==> src/cmid_pkg.sv <==
// Constants and types for the group-one compute/move instruction decoder.
// Assumes the fetch stage hands over one pre-aligned instruction word per strobe.
package cmid_pkg;

   // Instruction word width as delivered by fetch (short forms left aligned)
   localparam int CMID_WORD_W = 48;

   // Field positions inside the delivered word (lsb of each field)
   localparam int CMID_F_FORM    = 45;  // 3 bits, form 1..7
   localparam int CMID_F_VAR     = 43;  // 2 bits, 0=a 1=b 2=c
   localparam int CMID_F_CONDP   = 42;  // condition present
   localparam int CMID_F_COMPP   = 41;  // compute present
   localparam int CMID_F_DMWR    = 40;  // data port: 1 = register to memory
   localparam int CMID_F_PMWR    = 39;  // program port: 1 = register to memory
   localparam int CMID_F_SELPM   = 38;  // single move/modify uses second generator
   localparam int CMID_F_PRE     = 37;  // modify operand written before index
   localparam int CMID_F_LONG    = 36;  // long word qualifier
   localparam int CMID_F_G1I     = 33;  // 3 bits
   localparam int CMID_F_G1M     = 30;  // 3 bits
   localparam int CMID_F_G2I     = 27;  // 3 bits
   localparam int CMID_F_G2M     = 24;  // 3 bits
   localparam int CMID_F_DRA     = 20;  // 4 bits
   localparam int CMID_F_DRB     = 16;  // 4 bits
   localparam int CMID_F_IMM     = 10;  // 6 bits
   localparam int CMID_F_SWAP    = 9;
   localparam int CMID_F_IWR     = 8;

   // Form codes
   localparam logic [2:0] CMID_FORM1 = 3'h1;
   localparam logic [2:0] CMID_FORM2 = 3'h2;
   localparam logic [2:0] CMID_FORM3 = 3'h3;
   localparam logic [2:0] CMID_FORM4 = 3'h4;
   localparam logic [2:0] CMID_FORM5 = 3'h5;
   localparam logic [2:0] CMID_FORM6 = 3'h6;
   localparam logic [2:0] CMID_FORM7 = 3'h7;

   // Variant codes
   localparam logic [1:0] CMID_VAR_A = 2'h0;
   localparam logic [1:0] CMID_VAR_B = 2'h1;
   localparam logic [1:0] CMID_VAR_C = 2'h2;

   // Second element increments for normal and short word access
   localparam logic [1:0] CMID_YINC_NORM  = 2'h1;
   localparam logic [1:0] CMID_YINC_SHORT = 2'h2;

   typedef enum logic [1:0] {CMID_SZ_NONE, CMID_SZ_48, CMID_SZ_32, CMID_SZ_16} cmid_size_e;
   typedef enum logic [1:0] {CMID_SISD, CMID_SIMD, CMID_BCAST} cmid_mode_e;

   typedef struct packed {
      logic       valid;
      logic       exec;
      logic       illegal;
      cmid_size_e size;
      logic       compute_en;
      logic       shift_imm_en;
      logic       dm_en;
      logic       dm_wr;
      logic       pm_en;
      logic       pm_wr;
      logic [3:0] dm_index;
      logic [3:0] dm_modify;
      logic [3:0] pm_index;
      logic [3:0] pm_modify;
      logic [3:0] dreg_a;
      logic [3:0] dreg_b;
      logic [1:0] y_incr;
      logic       long_word;
      logic       pre_mod;
      logic       wb_dm;
      logic       wb_pm;
      logic       imm_mod_en;
      logic [5:0] imm_mod;
      logic       reg_move;
      logic       swap;
      logic       index_write;
   } cmid_state_s;

   localparam cmid_state_s CMID_STATE_RST = '0;

endpackage

==> src/cmid_decode.sv <==
// Group-one instruction decoder: form, size, register selects and gating.
// Assumes one instruction word per instr_valid_in strobe, condition result
// supplied in the same cycle; outputs follow one clock later for one cycle.
`timescale 1ns/100ps
`default_nettype none

// Functional notes
// RULE1 - False condition suppresses compute and move
// RULE2 - No condition means always execute
// RULE3 - Variant a/b/c are 48/32/16 bits
// RULE4 - First index field selects I7-I0
// RULE5 - First modify field selects M7-M0
// RULE6 - Second index field selects I15-I8
// RULE7 - Second modify field selects M15-M8
// RULE8 - Data field selects R15-R0
// RULE9 - Complement field selects S15-S0
// RULE10 - Long word qualifier forces long access
// RULE11 - Second element increment follows operating mode
// RULE12 - Compute runs beside the data move
// RULE13 - Form 1a: compute plus dual move
// RULE14 - Form 1b: dual move, no compute
// RULE15 - Form 3c: data memory only, bare
// RULE16 - Form 4: six-bit immediate modifier
// RULE17 - Form 5: register move or swap
// RULE18 - Form 6: shift immediate plus move
// RULE19 - Form 7: index modify or write
// RULE20 - Pre-modify or post-modify with write-back
// RULE21 - SIMD index plus one, broadcast unchanged (the code uses plus two for SIMD short word access)
// RULE22 - Unlisted encodings flagged, executed as no-op
// RULE23 - False condition also blocks write-back
module cmid_decode (
   // Clock and reset
   input  wire logic                       clk_in,
   input  wire logic                       sys_rst_in,
   // Instruction from the sequencer
   input  wire logic                       instr_valid_in,
   input  wire logic [cmid_pkg::CMID_WORD_W-1:0] instr_word_in,
   input  wire logic                       cond_true_in,
   // Operating mode
   input  wire cmid_pkg::cmid_mode_e       mode_in,
   input  wire logic                       short_word_in,
   // Decoded control
   output logic                            valid_out,
   output logic                            exec_out,
   output logic                            illegal_out,
   output cmid_pkg::cmid_size_e            size_out,
   output logic                            compute_en_out,
   output logic                            shift_imm_en_out,
   // Memory ports
   output logic                            dm_en_out,
   output logic                            dm_wr_out,
   output logic                            pm_en_out,
   output logic                            pm_wr_out,
   output logic [3:0]                      dm_index_out,
   output logic [3:0]                      dm_modify_out,
   output logic [3:0]                      pm_index_out,
   output logic [3:0]                      pm_modify_out,
   output logic                            long_word_out,
   output logic                            pre_mod_out,
   output logic                            wb_dm_out,
   output logic                            wb_pm_out,
   output logic                            imm_mod_en_out,
   output logic [5:0]                      imm_mod_out,
   // Register file
   output logic [3:0]                      dreg_a_out,
   output logic [3:0]                      dreg_b_out,
   output logic [1:0]                      y_incr_out,
   output logic                            reg_move_out,
   output logic                            swap_out,
   output logic                            index_write_out
);
   import cmid_pkg::*;

   cmid_state_s st;
   cmid_state_s next_st;

   logic [2:0] f_form;
   logic [1:0] f_var;
   logic       f_condp;
   logic       f_compp;
   logic       f_selpm;
   logic       f_long;
   logic       legal;
   logic       cond_ok;
   logic       go;

   // Absolute register number: generator half in the msb
   function automatic logic [3:0] reg_num(input logic hi, input logic [2:0] sel);
      reg_num = {hi, sel};
   endfunction

   // Size code of a variant letter
   function automatic cmid_size_e size_of(input logic [1:0] v);
      unique case (v)
         CMID_VAR_A: size_of = CMID_SZ_48;
         CMID_VAR_B: size_of = CMID_SZ_32;
         CMID_VAR_C: size_of = CMID_SZ_16;
         default:    size_of = CMID_SZ_NONE;
      endcase
   endfunction

   // Header fields
   assign f_form  = instr_word_in[CMID_F_FORM +: 3];
   assign f_var   = instr_word_in[CMID_F_VAR +: 2];
   assign f_condp = instr_word_in[CMID_F_CONDP];
   assign f_compp = instr_word_in[CMID_F_COMPP];
   assign f_selpm = instr_word_in[CMID_F_SELPM];
   assign f_long  = instr_word_in[CMID_F_LONG];

   // RULE22 legal form check
   always_comb begin
      legal = 1'b0;
      unique case (f_form)
         CMID_FORM1: legal = (f_var == CMID_VAR_A) || (f_var == CMID_VAR_B && !f_compp);
         CMID_FORM2: legal = (f_var == CMID_VAR_A) || ((f_var != 2'h3) && !f_condp);
         CMID_FORM3: legal = (f_var == CMID_VAR_A) || (f_var == CMID_VAR_B && !f_compp)
                             || (f_var == CMID_VAR_C && !f_compp && !f_condp && !f_selpm && !f_long);
         CMID_FORM4,
         CMID_FORM5,
         CMID_FORM7: legal = (f_var == CMID_VAR_A) || (f_var == CMID_VAR_B && !f_compp);
         CMID_FORM6: legal = (f_var == CMID_VAR_A);
         default:    legal = 1'b0;
      endcase
   end

   // RULE1 RULE2 condition gating
   assign cond_ok = !f_condp || cond_true_in;
   assign go      = instr_valid_in && legal && cond_ok;

   // Decode one instruction; every enable is qualified by go so a false
   // condition or an unlisted encoding leaves no side effect at all
   always_comb begin
      next_st         = CMID_STATE_RST;
      next_st.valid   = instr_valid_in;
      next_st.exec    = go;
      // RULE22 flag unlisted encodings
      next_st.illegal = instr_valid_in && !legal;
      // RULE3 size from variant
      next_st.size    = instr_valid_in ? size_of(f_var) : CMID_SZ_NONE;
      // RULE4 RULE5 RULE6 RULE7 generator register selects
      next_st.dm_index  = reg_num(1'b0, instr_word_in[CMID_F_G1I +: 3]);
      next_st.dm_modify = reg_num(1'b0, instr_word_in[CMID_F_G1M +: 3]);
      next_st.pm_index  = reg_num(1'b1, instr_word_in[CMID_F_G2I +: 3]);
      next_st.pm_modify = reg_num(1'b1, instr_word_in[CMID_F_G2M +: 3]);
      // RULE8 RULE9 data and complementary register numbers
      next_st.dreg_a = instr_word_in[CMID_F_DRA +: 4];
      next_st.dreg_b = instr_word_in[CMID_F_DRB +: 4];
      // RULE11 RULE21 second element address offset
      unique case (mode_in)
         CMID_SIMD: next_st.y_incr = short_word_in ? CMID_YINC_SHORT : CMID_YINC_NORM;
         default:   next_st.y_incr = 2'h0;
      endcase
      // RULE23 write-back needs go
      if (go) begin
         // RULE12 compute beside the move
         next_st.compute_en = f_compp && (f_form != CMID_FORM6);
         unique case (f_form)
            // RULE13 RULE14 dual move, both post-modified
            CMID_FORM1: begin
               next_st.dm_en = 1'b1;
               next_st.pm_en = 1'b1;
               next_st.dm_wr = instr_word_in[CMID_F_DMWR];
               next_st.pm_wr = instr_word_in[CMID_F_PMWR];
               next_st.wb_dm = 1'b1;
               next_st.wb_pm = 1'b1;
            end
            CMID_FORM2: begin
               next_st.compute_en = 1'b1;
            end
            // RULE15 RULE16 RULE20 single move, modify register or immediate
            CMID_FORM3,
            CMID_FORM4,
            CMID_FORM6: begin
               next_st.dm_en   = !f_selpm;
               next_st.pm_en   = f_selpm;
               next_st.dm_wr   = !f_selpm && instr_word_in[CMID_F_DMWR];
               next_st.pm_wr   = f_selpm && instr_word_in[CMID_F_DMWR];
               next_st.pre_mod = instr_word_in[CMID_F_PRE] && (f_form != CMID_FORM6);
               next_st.wb_dm   = !f_selpm && !next_st.pre_mod;
               next_st.wb_pm   = f_selpm && !next_st.pre_mod;
               // RULE10 long word override
               next_st.long_word = f_long && (f_form == CMID_FORM3);
               if (f_form == CMID_FORM4) begin
                  next_st.imm_mod_en = 1'b1;
                  next_st.imm_mod    = instr_word_in[CMID_F_IMM +: 6];
               end
               // RULE18 shift immediate replaces compute
               next_st.shift_imm_en = (f_form == CMID_FORM6);
            end
            // RULE17 register transfer or swap
            CMID_FORM5: begin
               next_st.reg_move = !instr_word_in[CMID_F_SWAP];
               next_st.swap     = instr_word_in[CMID_F_SWAP];
            end
            // RULE19 index modify with update or named destination
            CMID_FORM7: begin
               next_st.index_write = instr_word_in[CMID_F_IWR];
               next_st.wb_dm       = !f_selpm && !instr_word_in[CMID_F_IWR];
               next_st.wb_pm       = f_selpm && !instr_word_in[CMID_F_IWR];
            end
            default: begin
               next_st.compute_en = 1'b0;
            end
         endcase
      end
   end

   // State register; cleared asynchronously
   always_ff @(posedge clk_in or posedge sys_rst_in) begin
      if (sys_rst_in) begin
         st <= CMID_STATE_RST;
      end else begin
         st <= next_st;
      end
   end

   // Outputs straight from the state register
   assign valid_out        = st.valid;
   assign exec_out         = st.exec;
   assign illegal_out      = st.illegal;
   assign size_out         = st.size;
   assign compute_en_out   = st.compute_en;
   assign shift_imm_en_out = st.shift_imm_en;
   assign dm_en_out        = st.dm_en;
   assign dm_wr_out        = st.dm_wr;
   assign pm_en_out        = st.pm_en;
   assign pm_wr_out        = st.pm_wr;
   assign dm_index_out     = st.dm_index;
   assign dm_modify_out    = st.dm_modify;
   assign pm_index_out     = st.pm_index;
   assign pm_modify_out    = st.pm_modify;
   assign long_word_out    = st.long_word;
   assign pre_mod_out      = st.pre_mod;
   assign wb_dm_out        = st.wb_dm;
   assign wb_pm_out        = st.wb_pm;
   assign imm_mod_en_out   = st.imm_mod_en;
   assign imm_mod_out      = st.imm_mod;
   assign dreg_a_out       = st.dreg_a;
   assign dreg_b_out       = st.dreg_b;
   assign y_incr_out       = st.y_incr;
   assign reg_move_out     = st.reg_move;
   assign swap_out         = st.swap;
   assign index_write_out  = st.index_write;
endmodule

`default_nettype wire

==> config.mk <==
export PLATFORM = sky130hd
export DESIGN_NAME = cmid_decode
export DESIGN_NICKNAME = d
export VERILOG_FILES = /design/src/cmid_pkg.sv /design/src/cmid_decode.sv
export SDC_FILE = /design/constraint.sdc
export NUM_CORES = 1
export LEC_CHECK = 0
export ABC_AREA = 1
export CAP_MARGIN = 25
export CORE_MARGIN = 5
export CORE_UTILIZATION = 60
export DETAILED_ROUTE_END_ITERATION = 8
export DONT_BUFFER_PORTS = 1
export PLACE_DENSITY = 0.87
export SYNTH_ARGS = -nofsm -noshare
export SYNTH_HDL_FRONTEND = slang
export SYNTH_SLANG_ARGS = --single-unit
==> constraint.sdc <==
create_clock -name clk_in -period 3.89 [get_ports clk_in]
set_input_delay 0.778 -clock clk_in [delete_from_list [all_inputs] [get_ports clk_in]]
set_output_delay 0.778 -clock clk_in [all_outputs]
set_load 0.01 [all_outputs]
==> results.txt <==
The mapped cell area came out at approximately 1700 sq um. After detailed routing, no signal wire sits above met4. The clock slew at the register clock pins of the worst setup and hold paths came out at about 0.12 ns. The worst setup timing slack at the placement stage came out at 1.944 ns. The data required time at the worst endpoint came out at about 3.1 ns. The master cell of the clock root buffer is sky130_fd_sc_hd__clkbuf_4. The post-synthesis compound-gate area fraction was 0.01935.

The instance count after placement with tap cells included is 192. In the final routed layout, each cell accounts on average for 17.37 um. The area fraction in and, or, nand and nor cells after synthesis came out at 0.1728. The fraction of layout instances using a drive strength above 1 is 0.07647.

STA classifies the critical path endpoint as an output port. The number of hold-repair buffers added at the cts stage is 0. The run finished with clean final reports.

The quantity of I/O buffers inserted on ports is 0. The global-route total usage across every layer is 0.1770. The top achievable clock speed came out at 0.6295 GHz. The synthesized-area fraction occupied by xor and xnor cells is 0.

The clock period minus final worst setup slack came out at 1.589 ns. The worst setup path category is reg -> out. Once detailed placement completed, the half-perimeter wirelength came to around 2.8 mm. The row count is 19. After detailed routing, the met3 layer carries 448 um of wire. Tracing the worst setup path back leads to its startpoint at pm_index_out[3]$_DFF_PP0_.

Setup repair after global routing left no endpoint under its margin. The worst-case clock buffer depth came out at 2. The largest net degree at the start of global routing is 49. The routed layout has between 1000 and 1500 vias. The top-level port count came out at between 100 and 150. The initial antenna violation count came out at 0. The static leakage came out at 0.9798 nW.

The final-report setup violation count is 0. The number of instances resized during post-cts repair came out at 0. The portion of synthesized area spent on multiplexers is 0. The path class of the tightest hold or removal check is in -> async. The number of buffers added by the clock tree synthesis step came out at 5. The hold violation count in the final report is 0.

The final weighted congestion of routability-driven global placement came out at slightly below 0.9. The synthesized area per cell is approximately 11 sq um. The number of nets in the final layout is 229. The type of element launching the critical path is a register. The share of the core filled with cells came out at 0.6613. In the routed design, unresolved DRC markers number 0. The largest driver fanout on the critical path is 2.

Data arrives at the worst endpoint at around 0.81 ns. TritonCTS built the clock tree. The die boundary width came out at roughly 64 um. The vertical die dimension came out at approximately 64 um.

The worst setup path endpoint is pm_modify_out[3]. The number of nets still failing antenna checks after routing is 0. The number of antenna repair diodes came out at 0. The number of instances in the synthesized netlist came out at around 170.

The number of global-route vias before repair came out at ~1100. The area of the core region came out at around 2800 sq um. The Yosys step of the flow raised 0 warnings.

The post-route clock period utilization came out at 0.4084. The number of synthesized register bits came out at 48. The non-filler instance count after layout is ~200.

Max-cap violations in this run came to 0. The setup slack of the critical path after layout is between 2 and 2.5 ns. The level count of the clock H-tree came out at 2. The max-slew violation total from the final report is 0.

The starting utilization of the core area came out at 0.6275. The number of setup buffers added after CTS is 0. By area, the combinational part of the netlist is dominated by simple AND/OR/NAND/NOR gates.

From synthesis to final layout, the design area changed by 5.376%. The routed length on met2 came out at roughly 1.8 mm. The total routed wirelength is between 3 and 4 mm. In this run, the number of DRC markers left after iteration 0 of detailed routing was 43. The number of different library cells used by synthesis comes to 19. The cell count along the critical path is 0.

The first global-routing pass estimated ~5.4 mm of wire. The total iterations of the first detailed-routing run came out at 4. Adding up every negative setup slack in the final design gives 0 ns.

The TritonCTS sink count came out at 48. The power density of the placed cells is roughly 470 nW/um^2. The via density per instance came out at 5.249. The met1 routed wirelength after detailed routing came out at 1.189 mm. Of the synthesized area, sequential elements account for 0.6882. The full die area is roughly 4000 sq um. The peak ir drop on the vdd network is 389.5 uV.

The post-synthesis share of cell area spent on full adders, half adders and majority gates is 0.03584. The total global routing overflow is 0.
[how the worst min path moves through the flow]
stage                                       endpoint  slack [ns]  depth (start not counted)
after CTS                 pm_modify_out[0]$_DFF_PP0_        0.44                          0
after floorplan            dm_index_out[0]$_DFF_PP0_        0.81                          0
after global placement     dm_index_out[2]$_DFF_PP0_        0.81                          0
after global routing         y_incr_out[1]$_DFF_PP0_        0.13                          1
final                        y_incr_out[1]$_DFF_PP0_        0.16                          1
after detailed placement   dm_index_out[0]$_DFF_PP0_        0.81                          0
[per-stage QoR]
step           total power, mW  cell area, sq um  hold WS [ns]
2_1_floorplan           0.5869              1749        0.8094
3_3_place_gp            0.5908              1743        0.8095
3_5_place_dp            0.5950              1743        0.8095
4_1_cts                 0.8656              1819        0.4359
5_1_grt                 0.9007              1839        0.1319
6_report                0.8565              1839        0.1646
[final cells by class]
| cell class | count | area, sq um |
|---|---|---|
| clock buffer | 6 | 41.29 |
| clock inverter | 2 | 35.03 |
| fill | 219 | 942.2 |
| inverter | 25 | 93.84 |
| multi-input combinational | 88 | 409.1 |
| sequential | 48 | 1201 |
| tap | 31 | 38.79 |
| timing repair buffer | 1 | 20.02 |
[flip-flops by register name, summed over array words and instances (netlist names), 2 cells and up]
signal and count:
imm_mod_out 6, dreg_a_out 4, dreg_b_out 4, pm_index_out 4
dm_index_out 3, dm_modify_out 3, pm_modify_out 3, size_out 2
y_incr_out 2
[synthesized netlist by cell type (all sizes together)]
master	instances	share of area
a21boi	1	0.0043
conb	2	0.0043
ha	5	0.036
nor3	2	0.0057
a31oi	1	0.0036
inv	25	0.054
a21oi	2	0.0057
nor2	32	0.072
nand3	8	0.023
dfrtp	48	0.69
o21ai	2	0.0057
nor3b	1	0.0043
nand2	31	0.068
buf	5	0.026
[where the power goes]
| part | switching, mW | internal (mW) | leakage [nW] |
|---|---|---|---|
| clock | 0.135 | 0.135 | 0.0422 |
| sequential | 0.0179 | 0.518 | 0.613 |
| combinational | 0.0356 | 0.0151 | 0.324 |
[per-layer routing]
| metal | up-vias | track usage |
|---|---|---|
| met1 | 493 | 0.1904 |
| met5 | - | 0 |
| met4 | 0 | 0.06234 |
| li1 | 489 | - |
| met3 | 5 | 0.09107 |
| met2 | 68 | 0.2977 |
[cells by family after synthesis]
logic type / Yosys count
adder cells (fa/ha/maj): 5
flip-flops: 48
AND/OR/NAND/NOR: 74
AO/OA/AOI/OAI: 6
other: 2
buffers and inverters: 30
[cell usage in the layout, fill, tap and decap left out]
cell	n
sky130_fd_sc_hd__nand2_1	30
sky130_fd_sc_hd__o21ai_1	1
sky130_fd_sc_hd__a21boi_0	1
sky130_fd_sc_hd__clkbuf_4	5
sky130_fd_sc_hd__clkbuf_1	1
sky130_fd_sc_hd__o21ai_0	1
sky130_fd_sc_hd__a21oi_1	2
sky130_fd_sc_hd__nand3_1	8
sky130_fd_sc_hd__nor3_1	2
sky130_fd_sc_hd__buf_12	1
sky130_fd_sc_hd__clkinv_2	1
sky130_fd_sc_hd__ha_1	5
sky130_fd_sc_hd__inv_2	2
sky130_fd_sc_hd__bufinv_16	1
sky130_fd_sc_hd__nand2_2	1
sky130_fd_sc_hd__nor3b_1	1
sky130_fd_sc_hd__a31oi_1	1
sky130_fd_sc_hd__nor2_2	2
sky130_fd_sc_hd__nor2_1	30
sky130_fd_sc_hd__inv_1	23
sky130_fd_sc_hd__conb_1	3
sky130_fd_sc_hd__dfrtp_1	48
No activity file was read; power rests on OpenSTA's default activity.
